**config.mk**
```make
export PLATFORM = sky130hd
export DESIGN_NAME = lnd_top
export DESIGN_NICKNAME = d
export VERILOG_FILES = /design/src/logic/lnd_pkg.sv /design/src/logic/lnd_top.sv
export SDC_FILE = /design/constraint.sdc
export NUM_CORES = 1
export LEC_CHECK = 0
export BUFFER_PORTS_ARGS = -buffer_cell sky130_fd_sc_hd__buf_2
export CORE_UTILIZATION = 58
export CTS_BUF_LIST = sky130_fd_sc_hd__clkbuf_4 sky130_fd_sc_hd__clkbuf_8
export CTS_CLUSTER_DIAMETER = 60
export CTS_CLUSTER_SIZE = 12
export DETAILED_ROUTE_END_ITERATION = 6
export PLACE_DENSITY = 0.79
export SETUP_SLACK_MARGIN = 0.05
export SYNTH_ARGS = -nofsm -noshare
export SYNTH_HDL_FRONTEND = slang
export SYNTH_SLANG_ARGS = --single-unit
```
**constraint.sdc**
```tcl
create_clock -name pclk -period 7.1 [get_ports pclk]
set_input_delay 1.42 -clock pclk [delete_from_list [all_inputs] [get_ports pclk]]
set_output_delay 1.42 -clock pclk [all_outputs]
set_load 0.03 [all_outputs]
```
**src/logic/lnd_pkg.sv**
```systemverilog
package lnd_pkg;
  // Register byte addresses
  localparam logic [11:0] ADDR_CTRL   = 12'h000;
  localparam logic [11:0] ADDR_INT_EN = 12'h004;
  localparam logic [11:0] ADDR_STATUS = 12'h008;
  localparam logic [11:0] ADDR_RESULT = 12'h00C;
  // Control register fields
  localparam int CTRL_E1_MODE     = 0;
  localparam int CTRL_CODING      = 1;
  localparam int CTRL_ZERO_STD    = 2;
  localparam int CTRL_ERRSEL_LSB  = 3;
  localparam int CTRL_REPORT_MODE = 5;
  localparam int CTRL_TRANSFER    = 6;
  localparam int CTRL_LOSS_CRIT   = 7;
  localparam int CTRL_LONG_HAUL   = 8;
  localparam int CTRL_ALL_ONES    = 9;
  localparam int CTRL_EDGE_SEL    = 10;
  localparam int CTRL_THRESH_LSB  = 11;
  localparam int CTRL_WIDTH       = 16;
  localparam logic [15:0] CTRL_RST = 16'h0000;
  // Interrupt status / enable bit positions
  localparam int ST_VIOL = 0;
  localparam int ST_ZRUN = 1;
  localparam int ST_OVF  = 2;
  localparam int ST_LOSS = 3;
  localparam int ST_LOSS_STATE = 8;
  localparam logic [3:0] INT_EN_RST = 4'h0;
  localparam logic [1:0] ERR_COUNT_SEL = 2'h1;
  // Excessive-zero limits (run longer than this is an error)
  localparam logic [7:0] ZL_AMI_ANSI = 8'h0F;
  localparam logic [7:0] ZL_AMI_FCC  = 8'h50;
  localparam logic [7:0] ZL_B8ZS     = 8'h07;
  localparam logic [7:0] ZL_HDB3     = 8'h03;
  // Loss-of-signal declare intervals, in bits
  localparam logic [11:0] DECL_T1_ANSI = 12'h0AF;
  localparam logic [11:0] DECL_T1_ITU  = 12'h608;
  localparam logic [11:0] DECL_E1_G775 = 12'h020;
  localparam logic [11:0] DECL_E1_ITU  = 12'h800;
  // Loss-of-signal clear: window length, marks needed, zero-run limit
  localparam logic [7:0] WIN_T1   = 8'h80;
  localparam logic [7:0] MARKS_T1 = 8'h10;
  localparam logic [7:0] ZMAX_T1  = 8'h64;
  localparam logic [7:0] WIN_E1   = 8'h20;
  localparam logic [7:0] MARKS_E1 = 8'h04;
  localparam logic [7:0] ZMAX_E1  = 8'h10;
  localparam logic [5:0] CLEAR_MARGIN_DB = 6'h04;
  // Automatic report period
  localparam int CLK_PERIOD_NS    = 10;
  localparam int REPORT_PERIOD_MS = 1000;
  localparam int REPORT_CYCLES    = REPORT_PERIOD_MS * 1000000 / CLK_PERIOD_NS;
endpackage

```
**src/logic/lnd_top.sv**
```systemverilog
// Chosen here: the register addresses and the APB interface to the registers.
module lnd_top
  import lnd_pkg::*;
#(
  parameter int REPORT_PERIOD_CYC = REPORT_CYCLES
) (
  input  logic        pclk,
  input  logic        presetn,
  input  logic        psel,
  input  logic        penable,
  input  logic        pwrite,
  input  logic [11:0] paddr,
  input  logic [31:0] pwdata,
  output logic [31:0] prdata,
  output logic        pready,
  output logic        pslverr,
  input  logic        rx_bit_en,
  input  logic        rx_pos,
  input  logic        rx_neg,
  input  logic        amp_below_declare,
  input  logic        amp_above_clear,
  input  logic [5:0]  rx_level_db,
  output logic        rx_data,
  output logic        rx_data_valid,
  output logic        bipolar_violation,
  output logic        code_violation,
  output logic        excessive_zeros,
  output logic        signal_loss_state,
  output logic        irq
);
  localparam int SECW = $clog2(REPORT_PERIOD_CYC + 1);

  logic [15:0]     ctrl_r;
  logic [3:0]      int_en_r;
  logic [3:0]      int_st_r;
  logic [15:0]     count_r;
  logic [15:0]     result_r;
  logic            xfer_prev_r;
  logic [SECW-1:0] sec_r;
  logic            last_pol_r;
  logic            have_pulse_r;
  logic            last_v_pol_r;
  logic            have_v_r;
  logic [7:0]      zrun_r;
  logic            b8_act_r;
  logic [2:0]      b8_age_r;
  logic            kill_next_r;
  logic [7:0]      dly_r;
  logic [11:0]     low_run_r;
  logic [7:0]      win_pos_r;
  logic [7:0]      marks_r;
  logic [7:0]      wzrun_r;
  logic [7:0]      wzmax_r;
  logic            loss_r;

  logic       e1, coding, long_haul, pulse, viol, ami, b8zs, hdb3;
  logic       b8_first, b8_second, hdb_sub, bpv_ev, cv_ev, zrun_ev, count_inc;
  logic       manual_copy, auto_tick, copy, wr_fire, mapped;
  logic [7:0] zrun_nxt, dly_nxt;
  logic [4:0] q;

  assign e1        = ctrl_r[CTRL_E1_MODE];
  assign coding    = ctrl_r[CTRL_CODING];
  assign long_haul = ctrl_r[CTRL_LONG_HAUL];
  assign q         = ctrl_r[CTRL_THRESH_LSB +: 5];
  assign ami       = ~coding;
  assign b8zs      = coding & ~e1;
  assign hdb3      = coding & e1;

  function automatic logic [7:0] zero_limit(input logic a, input logic b8, input logic fcc);
    logic [7:0] l;
    l = ZL_HDB3;
    if (a) begin
      l = fcc ? ZL_AMI_FCC : ZL_AMI_ANSI;
    end else if (b8) begin
      l = ZL_B8ZS;
    end
    return l;
  endfunction

  function automatic logic [11:0] declare_limit(input logic is_e1, input logic itu);
    logic [11:0] d;
    d = is_e1 ? (itu ? DECL_E1_ITU : DECL_E1_G775) : (itu ? DECL_T1_ITU : DECL_T1_ANSI);
    return d;
  endfunction

  // APB slave: no wait states, answer registered in setup phase
  assign mapped  = (paddr == ADDR_CTRL) || (paddr == ADDR_INT_EN) ||
                   (paddr == ADDR_STATUS) || (paddr == ADDR_RESULT);
  assign wr_fire = psel & penable & pready & pwrite & ~pslverr;

  always_ff @(posedge pclk or negedge presetn) begin
    if (!presetn) begin
      pready  <= 1'b0;
      pslverr <= 1'b0;
      prdata  <= 32'h0000_0000;
    end else begin
      pready <= psel & ~penable & ~pready;
      if (psel & ~penable) begin
        pslverr <= ~mapped;
        unique case (paddr)
          ADDR_CTRL:   prdata <= {16'h0000, ctrl_r};
          ADDR_INT_EN: prdata <= {28'h000_0000, int_en_r};
          ADDR_STATUS: prdata <= {23'h00_0000, loss_r, 4'h0, int_st_r};
          ADDR_RESULT: prdata <= {16'h0000, result_r};
          default:     prdata <= 32'h0000_0000;
        endcase
      end
    end
  end

  always_ff @(posedge pclk or negedge presetn) begin
    if (!presetn) begin
      ctrl_r   <= CTRL_RST;
      int_en_r <= INT_EN_RST;
    end else if (wr_fire) begin
      if (paddr == ADDR_CTRL) ctrl_r <= pwdata[CTRL_WIDTH-1:0];
      if (paddr == ADDR_INT_EN) int_en_r <= pwdata[3:0];
    end
  end

  // Line decoding
  assign pulse     = rx_pos | rx_neg;
  assign viol      = pulse & have_pulse_r & (rx_pos == last_pol_r);
  assign b8_first  = b8zs & viol & (zrun_r == 8'h03);
  assign b8_second = b8zs & viol & b8_act_r & (b8_age_r == 3'h2) & (zrun_r == 8'h01);
  assign hdb_sub   = hdb3 & viol & ((zrun_r == 8'h03) | (zrun_r == 8'h02));
  assign bpv_ev    = rx_bit_en & ami & viol;
  assign cv_ev     = rx_bit_en & ((b8zs & viol & ~b8_first & ~b8_second) |
                                  (hdb3 & viol & have_v_r & (rx_pos == last_v_pol_r)));
  assign zrun_nxt  = pulse ? 8'h00 : ((zrun_r == 8'hFF) ? zrun_r : zrun_r + 8'h01);
  assign zrun_ev   = rx_bit_en & ~pulse &
                     (zrun_nxt == zero_limit(ami, b8zs, ctrl_r[CTRL_ZERO_STD]) + 8'h01);

  always_comb begin
    dly_nxt = {dly_r[6:0], pulse & ~kill_next_r};
    if (b8_second) begin
      dly_nxt = dly_nxt & 8'hF0;
    end
    if (hdb_sub) begin
      dly_nxt[0] = 1'b0;
      if (zrun_r == 8'h02) dly_nxt[3] = 1'b0;
    end
  end

  always_ff @(posedge pclk or negedge presetn) begin
    if (!presetn) begin
      last_pol_r   <= 1'b0;
      have_pulse_r <= 1'b0;
      last_v_pol_r <= 1'b0;
      have_v_r     <= 1'b0;
      zrun_r       <= 8'h00;
      b8_act_r     <= 1'b0;
      b8_age_r     <= 3'h0;
      kill_next_r  <= 1'b0;
      dly_r        <= 8'h00;
    end else if (rx_bit_en) begin
      zrun_r      <= zrun_nxt;
      dly_r       <= dly_nxt;
      kill_next_r <= b8_second;
      if (pulse) begin
        last_pol_r   <= rx_pos;
        have_pulse_r <= 1'b1;
      end
      if (viol) begin
        last_v_pol_r <= rx_pos;
        have_v_r     <= 1'b1;
      end
      if (b8_first) begin
        b8_act_r <= 1'b1;
        b8_age_r <= 3'h0;
      end else if (b8_act_r) begin
        b8_age_r <= b8_age_r + 3'h1;
        if (b8_second || b8_age_r == 3'h7) b8_act_r <= 1'b0;
      end
    end
  end

  always_ff @(posedge pclk or negedge presetn) begin
    if (!presetn) begin
      rx_data           <= 1'b0;
      rx_data_valid     <= 1'b0;
      bipolar_violation <= 1'b0;
      code_violation    <= 1'b0;
      excessive_zeros   <= 1'b0;
    end else begin
      rx_data_valid     <= rx_bit_en;
      bipolar_violation <= bpv_ev;
      code_violation    <= cv_ev;
      excessive_zeros   <= zrun_ev;
      if (rx_bit_en) rx_data <= dly_nxt[7] | (loss_r & ctrl_r[CTRL_ALL_ONES]);
    end
  end

  // Excessive-zero counter and reporting
  assign count_inc   = zrun_ev & (ctrl_r[CTRL_ERRSEL_LSB +: 2] == ERR_COUNT_SEL);
  assign manual_copy = ~ctrl_r[CTRL_REPORT_MODE] & ctrl_r[CTRL_TRANSFER] & ~xfer_prev_r;
  assign auto_tick   = ctrl_r[CTRL_REPORT_MODE] & (sec_r == SECW'(REPORT_PERIOD_CYC - 1));
  assign copy        = manual_copy | auto_tick;

  always_ff @(posedge pclk or negedge presetn) begin
    if (!presetn) begin
      sec_r       <= '0;
      xfer_prev_r <= 1'b0;
    end else begin
      xfer_prev_r <= ctrl_r[CTRL_TRANSFER];
      sec_r       <= (!ctrl_r[CTRL_REPORT_MODE] || auto_tick) ? '0 : sec_r + SECW'(1);
    end
  end

  always_ff @(posedge pclk or negedge presetn) begin
    if (!presetn) begin
      count_r  <= 16'h0000;
      result_r <= 16'h0000;
    end else if (copy) begin
      result_r <= count_r;
      count_r  <= {15'h0000, count_inc};
    end else if (count_inc) begin
      count_r <= count_r + 16'h0001;
    end
  end

  // Loss-of-signal detection
  logic        amp_low, amp_high, win_end, win_pass;
  logic [7:0]  marks_nxt, wzrun_nxt, wzmax_nxt;
  logic [11:0] low_run_nxt;

  assign amp_low   = long_haul ? (rx_level_db < {1'b0, q}) : amp_below_declare;
  assign amp_high  = long_haul ? (rx_level_db >= {1'b0, q} + CLEAR_MARGIN_DB) : amp_above_clear;
  assign low_run_nxt = amp_low ? ((low_run_r == 12'hFFF) ? low_run_r : low_run_r + 12'h001) : 12'h000;
  assign marks_nxt = marks_r + {7'h00, pulse};
  assign wzrun_nxt = pulse ? 8'h00 : ((wzrun_r == 8'hFF) ? wzrun_r : wzrun_r + 8'h01);
  assign wzmax_nxt = (wzrun_nxt > wzmax_r) ? wzrun_nxt : wzmax_r;
  assign win_end   = (win_pos_r == (e1 ? WIN_E1 : WIN_T1) - 8'h01);
  assign win_pass  = (marks_nxt >= (e1 ? MARKS_E1 : MARKS_T1)) &
                     (wzmax_nxt < (e1 ? ZMAX_E1 : ZMAX_T1)) & amp_high;

  always_ff @(posedge pclk or negedge presetn) begin
    if (!presetn) begin
      low_run_r <= 12'h000;
      win_pos_r <= 8'h00;
      marks_r   <= 8'h00;
      wzrun_r   <= 8'h00;
      wzmax_r   <= 8'h00;
      loss_r    <= 1'b0;
    end else if (rx_bit_en) begin
      low_run_r <= low_run_nxt;
      wzrun_r   <= wzrun_nxt;
      if (win_end) begin
        win_pos_r <= 8'h00;
        marks_r   <= 8'h00;
        wzmax_r   <= 8'h00;
      end else begin
        win_pos_r <= win_pos_r + 8'h01;
        marks_r   <= marks_nxt;
        wzmax_r   <= wzmax_nxt;
      end
      if (!loss_r && low_run_nxt >= declare_limit(e1, ctrl_r[CTRL_LOSS_CRIT])) begin
        loss_r <= 1'b1;
      end else if (loss_r && win_end && win_pass) begin
        loss_r <= 1'b0;
      end
    end
  end

  // Sticky status, interrupt output
  logic       loss_prev_r;
  logic       loss_edge;
  logic [3:0] st_set, st_clr;

  assign loss_edge = ctrl_r[CTRL_EDGE_SEL] ? (loss_r != loss_prev_r) : (loss_r & ~loss_prev_r);
  assign st_set    = {loss_edge, count_inc & (count_r == 16'hFFFF) & ~copy, zrun_ev, bpv_ev | cv_ev};
  assign st_clr    = (wr_fire && paddr == ADDR_STATUS) ? pwdata[3:0] : 4'h0;

  always_ff @(posedge pclk or negedge presetn) begin
    if (!presetn) begin
      loss_prev_r       <= 1'b0;
      int_st_r          <= 4'h0;
      irq               <= 1'b0;
      signal_loss_state <= 1'b0;
    end else begin
      loss_prev_r       <= loss_r;
      signal_loss_state <= loss_r;
      int_st_r          <= (int_st_r & ~st_clr) | st_set;
      irq               <= |(int_st_r & int_en_r);
    end
  end

  // Checks
  property p_bpv_evt;
    @(posedge pclk) disable iff (!presetn) rx_bit_en & ami & viol |=> bipolar_violation;
  endproperty
  a_bpv_evt: assert property (p_bpv_evt) else $error("violation event missing");

  property p_cv_b8;
    @(posedge pclk) disable iff (!presetn) rx_bit_en & b8zs & viol & (zrun_r > 8'h03) |=> code_violation;
  endproperty
  a_cv_b8: assert property (p_cv_b8) else $error("B8ZS code violation missed");

  property p_no_cv_ami;
    @(posedge pclk) disable iff (!presetn) $past(ami) & $past(rx_bit_en) |-> !code_violation;
  endproperty
  a_no_cv_ami: assert property (p_no_cv_ami) else $error("code violation in AMI");

  property p_hdb_zrun;
    @(posedge pclk) disable iff (!presetn) rx_bit_en & hdb3 & ~pulse & (zrun_r == 8'h03) |=> excessive_zeros;
  endproperty
  a_hdb_zrun: assert property (p_hdb_zrun) else $error("HDB3 zero run missed");

  property p_b8_zrun;
    @(posedge pclk) disable iff (!presetn) rx_bit_en & b8zs & zrun_nxt == 8'h08 |=> excessive_zeros;
  endproperty
  a_b8_zrun: assert property (p_b8_zrun) else $error("B8ZS zero run missed");

  property p_copy;
    @(posedge pclk) disable iff (!presetn) copy |=> (result_r == $past(count_r)) && (count_r <= 16'h0001);
  endproperty
  a_copy: assert property (p_copy) else $error("counter copy wrong");

  property p_irq;
    @(posedge pclk) disable iff (!presetn) ##1 irq == $past(|(int_st_r & int_en_r));
  endproperty
  a_irq: assert property (p_irq) else $error("interrupt output wrong");

  property p_all_ones;
    @(posedge pclk) disable iff (!presetn) rx_bit_en & loss_r & ctrl_r[CTRL_ALL_ONES] |=> rx_data;
  endproperty
  a_all_ones: assert property (p_all_ones) else $error("all ones not inserted");

  property p_declare;
    @(posedge pclk) disable iff (!presetn)
      rx_bit_en & ~e1 & ~ctrl_r[CTRL_LOSS_CRIT] & amp_low & (low_run_r == 12'h0AE) |=> loss_r;
  endproperty
  a_declare: assert property (p_declare) else $error("loss not declared at 175");

  property p_sticky;
    @(posedge pclk) disable iff (!presetn) int_st_r[ST_VIOL] & ~st_clr[ST_VIOL] |=> int_st_r[ST_VIOL];
  endproperty
  a_sticky: assert property (p_sticky) else $error("status not sticky");

  c_cv:    cover property (@(posedge pclk) disable iff (!presetn) code_violation);
  c_copy:  cover property (@(posedge pclk) disable iff (!presetn) copy & count_inc);
  c_loss:  cover property (@(posedge pclk) disable iff (!presetn) loss_r ##1 !loss_r);
  c_ovf:   cover property (@(posedge pclk) disable iff (!presetn) st_set[ST_OVF]);
endmodule

```
==> flow_summary.ini, run 1 <==
[synth]
syn_inst = 985
synth_edf_count = 0
yosys.area_share.simple = 0.177
yosys_warnings = 0
synth-async-reset-ratio = 1.00
synth_area_leaders = dfrtp_1, mux2_2, ha_1
ys_seq_area_frac = 0.456
ys_ff_latch = 178
netlist.area_leader.share = 0.456
synth_top_family_by_area = simple AND/OR/NAND/NOR gates
syn_area_um2 = 9770
synth_cell_type_count = 70
synth_area_per_cell_um2 = 9.92
synth_xor_area_frac = 0.0395
synth_top_flop_cell = dfrtp_1
synth_fa_ha_area_frac = 0.0589
muxShareOfSynthArea = 0.0820
synth_area_leader_cell = dfrtp_1
synth_compound_area_frac = 0.141

[clock_network]
root_buffer = clkbuf_8
clkSinkCount = 178
postCtsSetupRepairBufs = 0
cts_max_path_buffers = 2
ctsHoldBuffers = 0
cts_tree = yes
cts_resized = 0
path_clk_slew_ps = 110
clock_latency_ps = 470
htreeDepth = 4
cts_buffers = 17

[sta]
tightestPinTransition_ps = 1020
slew_headroom = 0.311
finalClockSkew_ps = 17.4
rsz0062_at_grt = false
timing.final.ws_setup_ps = 1950
max_freq_mhz = 194
maxSlewViolCount = 0
setup_viol = 0
finalSetupTns_ps = 0
fin_crit_ps = 5150
fin_hold_ws_ps = 425
hold_viol_final = 0
post-route-period-util = 0.726

[setup_path]
cp-endpoint = loss_r
rr_worst_depth = 19
crit_start = rx_pos
crit_fanout = 14
r2r-start = wzrun_r[0]
cp-start-kind = input pin
endpoint_kind = register
critical_path_class = input pin to register
crit_required_ps = 7440
crit_top_cell = nand3_1
r2r-end = loss_r
cp_slowest_cell = a211oi_1
cp.arrival_ps = 5500
worstPathCellList = buf_2 > nor2_1 > buf_4 > inv_1 > a211oi_1 > ha_1 > nand3_1 > nor3_1 > nor4b_1 > nor3b_1 > o21a_1 > mux2_2 > ha_1 > a21o_1 > a2111oi_0 > nand3_1 > a31oi_1 > nand3_1 > mux2i_1 > o22ai_1
r2r_setup_slack_ps = 2220
cpPeakStageDelay_ps = 450

[place]
dp.cells = 1241
gp_congestion = 0.851
pre_cts_slack_ps = 1550
hpwl_um = 14900
io_buffers = 68

[final_layout]
fill_cells = 1358
fin_nets = 1146
drive_gt1_frac = 0.176
area_growth_pct = 9.03
fin_cells = 1274

[global_routing]
grt_overflow = 0
grt_max_degree = 99
antenna_found_initial = 1
grt_pass1_wl_um = 36500
grt_pass1_vias = 7493
grt.total_usage = 0.260

[pwr]
leakage_nw = 4.83
combPwrFrac = 0.146
total_power_mw = 2.17
pwr-share-clk = 0.334
p_seq_frac = 0.520
p_sw_mw = 0.645
p_int_mw = 1.53
power.density_nw_per_um2 = 204
ir_worst_vdd_mv = 0.154
switching_share = 0.297

[die]
die-area_um2 = 17400
io_pins = 101
die_height_um = 132
die_w_um = 132
num_rows = 47
core_area_um2 = 16500
start_util = 0.591

[routing]
vias = 7728
drt-initial-drc-count = 572
post_drt_wl_per_cell_um = 16.9
drc = 0
final_antenna_net_count = 0
avgViaCountPerCell = 6.07
wl_um = 21500
firstDrtPassIters = 5

[status]
outcome = completed

[run]
drv_cap = 0

[min_path]
worstHoldStart = ctrl_r[6]
hold_path_class = register to register
==> per-layer routing <==
| layer | GRT usage | share of wire |
|---|---|---|
| met1 | 0.349 | 0.45 |
| met2 | 0.421 | 0.49 |
| met3 | 0.0434 | 0.044 |
| met4 | 0.105 | 0.020 |
| met5 | 0 | 0 |
==> per-stage QoR <==
stage	util	area (µm²)
CTS	0.644	10600
global route	0.644	10600
floorplan	-	9820
finish	0.644	10600
global placement	0.619	10200
detailed placement	0.619	10200
==> area by class of cell <==
cell class,instances,area [µm²],share of cell area
clock inverters,15,176,0.0166
multi-input cells,727,4940,0.464
repair buffers,78,422,0.0396
flip-flops and latches,178,4450,0.418
diodes,1,2.50,0.000235
inverters,38,143,0.0134
clock buffers,17,234,0.0220
well taps,220,275,0.0258
==> worst min path at each step <==
stage                  end  cells after the start
2_1_floorplan  xfer_prev_r                      0
3_3_place_gp   xfer_prev_r                      0
3_5_place_dp   xfer_prev_r                      0
4_1_cts        xfer_prev_r                      0
5_1_grt        xfer_prev_r                      0
6_report       xfer_prev_r                      0
==> placed cells by master, fill, tap and decap left out, drive strengths merged, types with 9 or more instances in the layout <==
master / netlist / layout
a21oi: 30 / 30
a22o: 9 / 9
a22oi: 15 / 15
a31oi: 14 / 14
and3: 14 / 14
buf: 27 / 78
clkbuf: 30 / 17
conb: 1 / 16
dfrtp: 178 / 178
ha: 46 / 46
inv: 38 / 44
mux2: 56 / 56
nand2: 100 / 100
nand2b: 14 / 14
nand3: 46 / 46
nand4: 17 / 17
nor2: 66 / 66
nor2b: 10 / 10
nor3: 16 / 16
nor4: 11 / 11
o211ai: 10 / 10
o21ai: 69 / 69
or4: 10 / 10
xnor2: 23 / 23
xor2: 21 / 21
==> cell families (layout without fill, tap and decap cells) <==
logic type      count (synthesis)  in the layout
simple gates                  344            344
fa+ha+maj                      46             46
other cells                     1             17
mux                            68             68
xor+xnor                       44             44
compound gates                209            209
buf+inv                        95            148
flops                         178            178
==> flip-flops by register name, summed over array words and instances, names as in the netlist, 3 cells and up <==
| register | cells |
|---|---|
| sec_r | 27 |
| count_r | 16 |
| ctrl_r | 16 |
| prdata | 16 |
| result_r | 16 |
| low_run_r | 12 |
| marks_r | 8 |
| win_pos_r | 8 |
| wzmax_r | 8 |
| wzrun_r | 8 |
| zrun_r | 8 |
| dly_r | 7 |
| int_en_r | 4 |
| int_st_r | 4 |
| b8_age_r | 3 |
==> Yosys cell counts, types with 15 or more instances <==
master    number
o21ai_0       67
dfrtp_1      178
mux2_2        56
a21oi_1       30
a22oi_1       15
nand2_1      100
buf_4         18
clkbuf_1      30
ha_1          46
nand4_1       17
xor2_1        21
nand3_1       46
xnor2_1       23
nor3_1        16
nor2_1        66
inv_1         38
==> critical path, delay by kind of cell <==
kind	cells	cell delay (ps)
AOI/OAI and AO/OA	6	1600
buffers and inverters	3	480
muxes	2	500
and+or+nand+nor	7	860
adders and majority gates	2	630
==> power groups by stage <==
stage	Clock (mW)	Sequential, mW	Combinational (mW)
floorplan	0	1.14	0.223
global placement	0	1.15	0.305
detailed placement	0	1.15	0.318
CTS	0.738	1.13	0.319
global route	0.779	1.14	0.360
finish	0.725	1.13	0.316
Note: power is estimated with default switching activity, not from simulation.
==> run 2, diff against run 1 <==
Settings changed: ABC_AREA set to 1, CORE_UTILIZATION 58 to 56.
Clock period 7.1 ns to 4.7 ns, I/O delays scaled along.
==> run 2 against run 1 <==
Net effect: the flow now finishes with violations (design-rule violations); sequential cell count is the same; clock skew shrank 4.1 ps; cell count is 23% higher; hold slack better by 24 ps; cell area is 2.6% higher.
==> flow_summary.ini, run 2 <==
[status]
outcome = finished with violations
violations = design-rule violations

[place]
hpwl_um = 15900
placed_cell_area_um2 = 10500
pre_cts_slack_ps = 706
dp.cells = 1533
gp_congestion = 0.882
io_buffers = 68

[final_layout]
finish.instance_area_um2 = 10900
diodes = 0
fin_cells = 1565
mostFrequentLayoutCells = nand2_1, inv_1, dfrtp_1
fin_nets = 1433
largest_reg_flops = 27
area_growth_pct = 9.00
fin_util = 0.627
final_common_cell = nand2_1
drive_gt1_frac = 0.112
regMostFlops = sec_r

[global_routing]
grt_pass1_wl_um = 36600
grt_overflow = 0
antenna_found_initial = 0
grt_pass1_vias = 7901
grt.total_usage = 0.249
grt_max_degree = 95

[min_path]
hold_path_class = register to register
worstHoldStart = pready

[die]
die_w_um = 136
io_pins = 101
core_area_um2 = 17400
die_height_um = 136
die-area_um2 = 18400
num_rows = 48
start_util = 0.575

[routing]
final_antenna_net_count = 0
firstDrtPassIters = 7
wl_met3_um = 1060
avgViaCountPerCell = 5.44
wl_um = 21700
vias = 8516
post_drt_wl_per_cell_um = 13.9
drt-initial-drc-count = 660
wl_met2_um = 10300
maxUsedRoutingLayer = met4
wl_met1_um = 10000
drc = 2

[setup_path]
r2r-end = loss_r
r2r-start = wzrun_r[0]
cp.arrival_ps = 4020
cp-start-kind = register
crit_required_ps = 5070
r2r_setup_slack_ps = 1040
critical_path_class = register to register
crit_start = wzrun_r[0]
crit_fanout = 7
endpoint_kind = register
rr_worst_depth = 22
cp-endpoint = loss_r

[synth]
synth_compound_area_frac = 0.127
yosys.area_share.simple = 0.237
synth-async-reset-ratio = 1.00
ys_seq_area_frac = 0.444
ys_ff_latch = 178
netlist.area_leader.share = 0.444
synth_top_family_by_area = simple AND/OR/NAND/NOR gates
muxShareOfSynthArea = 0.00674
synth_area_per_cell_um2 = 7.96
synth_fa_ha_area_frac = 0.0574
synth_xor_area_frac = 0.0288
synth_cell_type_count = 48
synth_edf_count = 0
syn_inst = 1259
synth_most_common_cell = nand2_1
synth_area_leaders = dfrtp_1, nand2_1, inv_1
synth_top_flop_cell = dfrtp_1
yosys_warnings = 0
syn_area_um2 = 10000
yosys-top-cells-count = nand2_1, inv_1, dfrtp_1
synth_area_leader_cell = dfrtp_1

[sta]
max_freq_mhz = 273
finalClockSkew_ps = 13.2
slew_headroom = 0.337
rsz0062_at_grt = false
fin_crit_ps = 3660
hold_viol_final = 0
fin_hold_ws_ps = 449
timing.final.ws_setup_ps = 1040
maxSlewViolCount = 0
post-route-period-util = 0.778
setup_viol = 0
finalSetupTns_ps = 0
tightestPinTransition_ps = 992

[clock_network]
ctsHoldBuffers = 0
cts_max_path_buffers = 2
cts_tree = yes
postCtsSetupRepairBufs = 0
clkSinkCount = 178
path_clk_slew_ps = 100
clock_latency_ps = 470
cts_buffers = 17
root_buffer = clkbuf_8
cts_resized = 0
htreeDepth = 4

[pwr]
total_power_mw = 3.29
leakage_nw = 5.24
ir_worst_vdd_mv = 0.209
power.density_nw_per_um2 = 301

[run]
drv_cap = 0
==> run 2: cells by family (layout without fill, tap and decap cells) <==
kind of cell,after synthesis,in the layout
fa+ha+maj,46,46
simple gates,534,534
mux,6,6
xor+xnor,33,33
buf+inv,236,302
compound gates,225,225
flops,178,178
other cells,1,16
==> run 2: final cells by class <==
cell class              instances  area [µm²]
flip-flops and latches        178        4450
multi-input cells             860        4640
fillers                      1498        6490
clock inverters                13         153
repair buffers                 78         422
well taps                     225         282
inverters                     192         721
clock buffers                  19         249
==> run 2: critical path: stages (launching register included) <==
cell	delay [ps]
dfrtp_1	390
ha_1	220
nand3_1	130
nor3_1	150
nand2_1	160
inv_1	150
nor3_1	80
a221oi_1	390
ha_1	320
a21oi_1	150
nor2_1	60
nor2_1	80
nand2_1	80
nand2_1	180
inv_1	160
o21ai_0	260
ha_1	290
nand2_1	70
inv_1	40
nand2_1	50
nand2_1	40
nand2_1	60
a21oi_1	60
==> run 2: worst min path at each step <==
| stage | slack, ps | cells after the start | end |
|---|---|---|---|
| 4_1_cts | 460 | 1 | pready |
| 5_1_grt | 470 | 0 | xfer_prev_r |
| 2_1_floorplan | 390 | 0 | xfer_prev_r |
| 6_report | 450 | 1 | pready |
| 3_5_place_dp | 440 | 0 | xfer_prev_r |
| 3_3_place_gp | 420 | 0 | xfer_prev_r |
==> run 2: per-layer routing <==
layer  track usage  up-vias
met5             0        -
met4        0.0705        0
met3        0.0456       29
met2         0.408      235
met1         0.338     4019
li1              -     4233
==> run 2: power breakdown <==
part           internal (mW)  switching, mW  total, mW  leakage (nW)
Clock                  0.493          0.590       1.08         0.188
Combinational          0.182          0.328      0.509          2.68
Sequential              1.63         0.0685       1.70          2.37
Total                   2.30          0.986       3.29          5.24
==> run 3, diff against run 2 <==
Settings changed: ABC_AREA 1 to 0, CORE_UTILIZATION 56 to 58.
Clock period 4.7 ns to 3.5 ns, I/O delays scaled along.
==> run 3 against run 2 <==
Net effect: routed wire length is essentially flat; die area down 5.8%; clock power is 30% higher; cell count decreased by 16%; global-route usage is 1.4 points higher; the flow finishes with violations (negative setup slack); power rose by 34%; core utilization rose by 4.5 points; worst setup slack worse by 1600 ps.
==> flow_summary.ini, run 3 (synthesis results as in run 1) <==
[die]
num_rows = 47
start_util = 0.591
core_area_um2 = 16500
io_pins = 101
die_w_um = 132
die_height_um = 132
die-area_um2 = 17400

[routing]
wl_um = 21700
post_drt_wl_per_cell_um = 16.5
firstDrtPassIters = 6
final_antenna_net_count = 0
vias = 7761
drt-initial-drc-count = 568
drc = 0
avgViaCountPerCell = 5.90

[setup_path]
crit_start = wzrun_r[1]
cpPeakStageDelay_ps = 390
crit_family = simple AND/OR/NAND/NOR gates
cp_slowest_cell = dfrtp_1
r2r_setup_slack_ps = -600
critPathBufInv = 0
endpoint_kind = register
crit_fanout = 6
crit_required_ps = 3840
r2r-start = wzrun_r[1]
rr_worst_depth = 21
cp-start-kind = register
r2r-end = loss_r
critical_path_class = register to register
crit_top_cell = nand3_1
worstPathCellList = ha_2 > and3_4 > nand3_4 > nand3_2 > xor2_1 > nor2_1 > ha_1 > nand4_1 > nor3_2 > o32ai_1 > nor3b_2 > o21a_1 > mux2_4 > ha_4 > a21o_1 > a2111oi_4 > nand3_1 > a31oi_2 > nand3_1 > mux2i_1 > o22ai_1
cp.arrival_ps = 4440

[global_routing]
grt_max_degree = 89
grt_pass1_vias = 7474
grt.total_usage = 0.263
grt_overflow = 0
grt_pass1_wl_um = 36900
antenna_found_initial = 0

[clock_network]
clock_latency_ps = 470
root_buffer = clkbuf_8
clkSinkCount = 178
cts_max_path_buffers = 2
path_clk_slew_ps = 100
htreeDepth = 4
cts_buffers = 17
cts_tree = yes

[final_layout]
fin_nets = 1189
fill_cells = 1285
drive_gt1_frac = 0.223
fin_cells = 1315
final_common_cell = dfrtp_1
fin_util = 0.672
regMostFlops = sec_r
finish.instance_area_um2 = 11100
largest_reg_flops = 27
diodes = 0
multiInputGateArea_um2 = 5080
seq_area_um2 = 4450
area_growth_pct = 13.7
mostFrequentLayoutCells = dfrtp_1, nand2_1, buf_2

[status]
outcome = finished with violations
violations = negative setup slack

[pwr]
combPwrFrac = 0.164
p_seq_frac = 0.518
p_int_mw = 3.03
power.density_nw_per_um2 = 397
ir_worst_vdd_mv = 0.263
leakage_nw = 5.05
p_sw_mw = 1.38
total_power_mw = 4.41
pwr-share-clk = 0.318
switching_share = 0.313

[place]
hpwl_um = 15400
placed_cell_area_um2 = 10600
dp.cells = 1283
gp_congestion = 0.853
io_buffers = 68

[sta]
finalClockSkew_ps = 13.9
slew_headroom = 0.469
tightestPinTransition_ps = 797
rsz0062_at_grt = true
post-route-period-util = 1.17
fin_crit_ps = 4100
timing.final.ws_setup_ps = -597
hold_viol_final = 0
maxSlewViolCount = 0
max_freq_mhz = 244
setup_viol = 1

[run]
drv_cap = 0

[min_path]
hold_path_class = input pin to async pin
run 3: cell type report:
cell class,count,share of cell area
Tap cell,220,0.0248
Inverter,38,0.0128
Sequential cell,178,0.401
Clock buffer,17,0.0211
Multi-Input combinational cell,727,0.457
Clock inverter,14,0.0148
Timing Repair Buffer,121,0.0682
run 3: worst max-delay path by stage:
stage | endpoint | slack, ps | depth (start not counted)
after floorplan | loss_r | -440 | 19
after detailed placement | loss_r | -720 | 19
after CTS | loss_r | -630 | 21
after global routing | loss_r | -890 | 21
after global placement | loss_r | -620 | 19
final | loss_r | -600 | 21
run 3: power groups by stage:
stage	Combinational, mW	Clock [mW]	Sequential [mW]
global route	0.819	1.50	2.31
detailed placement	0.691	0	2.32
global placement	0.671	0	2.32
floorplan	0.462	0	2.32
CTS	0.698	1.43	2.29
finish	0.725	1.40	2.29
run 3: through the flow:
step           worst slack, ps  hold WS (ps)  TNS [ps]
2_1_floorplan             -436           384      -436
3_3_place_gp              -620           407      -620
3_5_place_dp              -716           403      -716
4_1_cts                   -625           295      -625
5_1_grt                   -891           323      -891
6_report                  -597           262      -597
run 3: metal layers:
layer / part of all wire / global-route usage / up-vias
li1: - / - / 3743
met3: 0.046 / 0.0354 / 36
met1: 0.46 / 0.373 / 3768
met4: 0.020 / 0.0879 / 0
met5: 0 / 0 / -
met2: 0.47 / 0.421 / 214
run 3: timing repair:
action | 4_1_cts | 5_1_grt
setup endpoints to repair | 1 | 3
gates cloned | 0 | 0
resized for setup | 3 | 7
setup buffers | 0 | 1
hold buffers | 0 | 0
pin swaps | 14 | 12
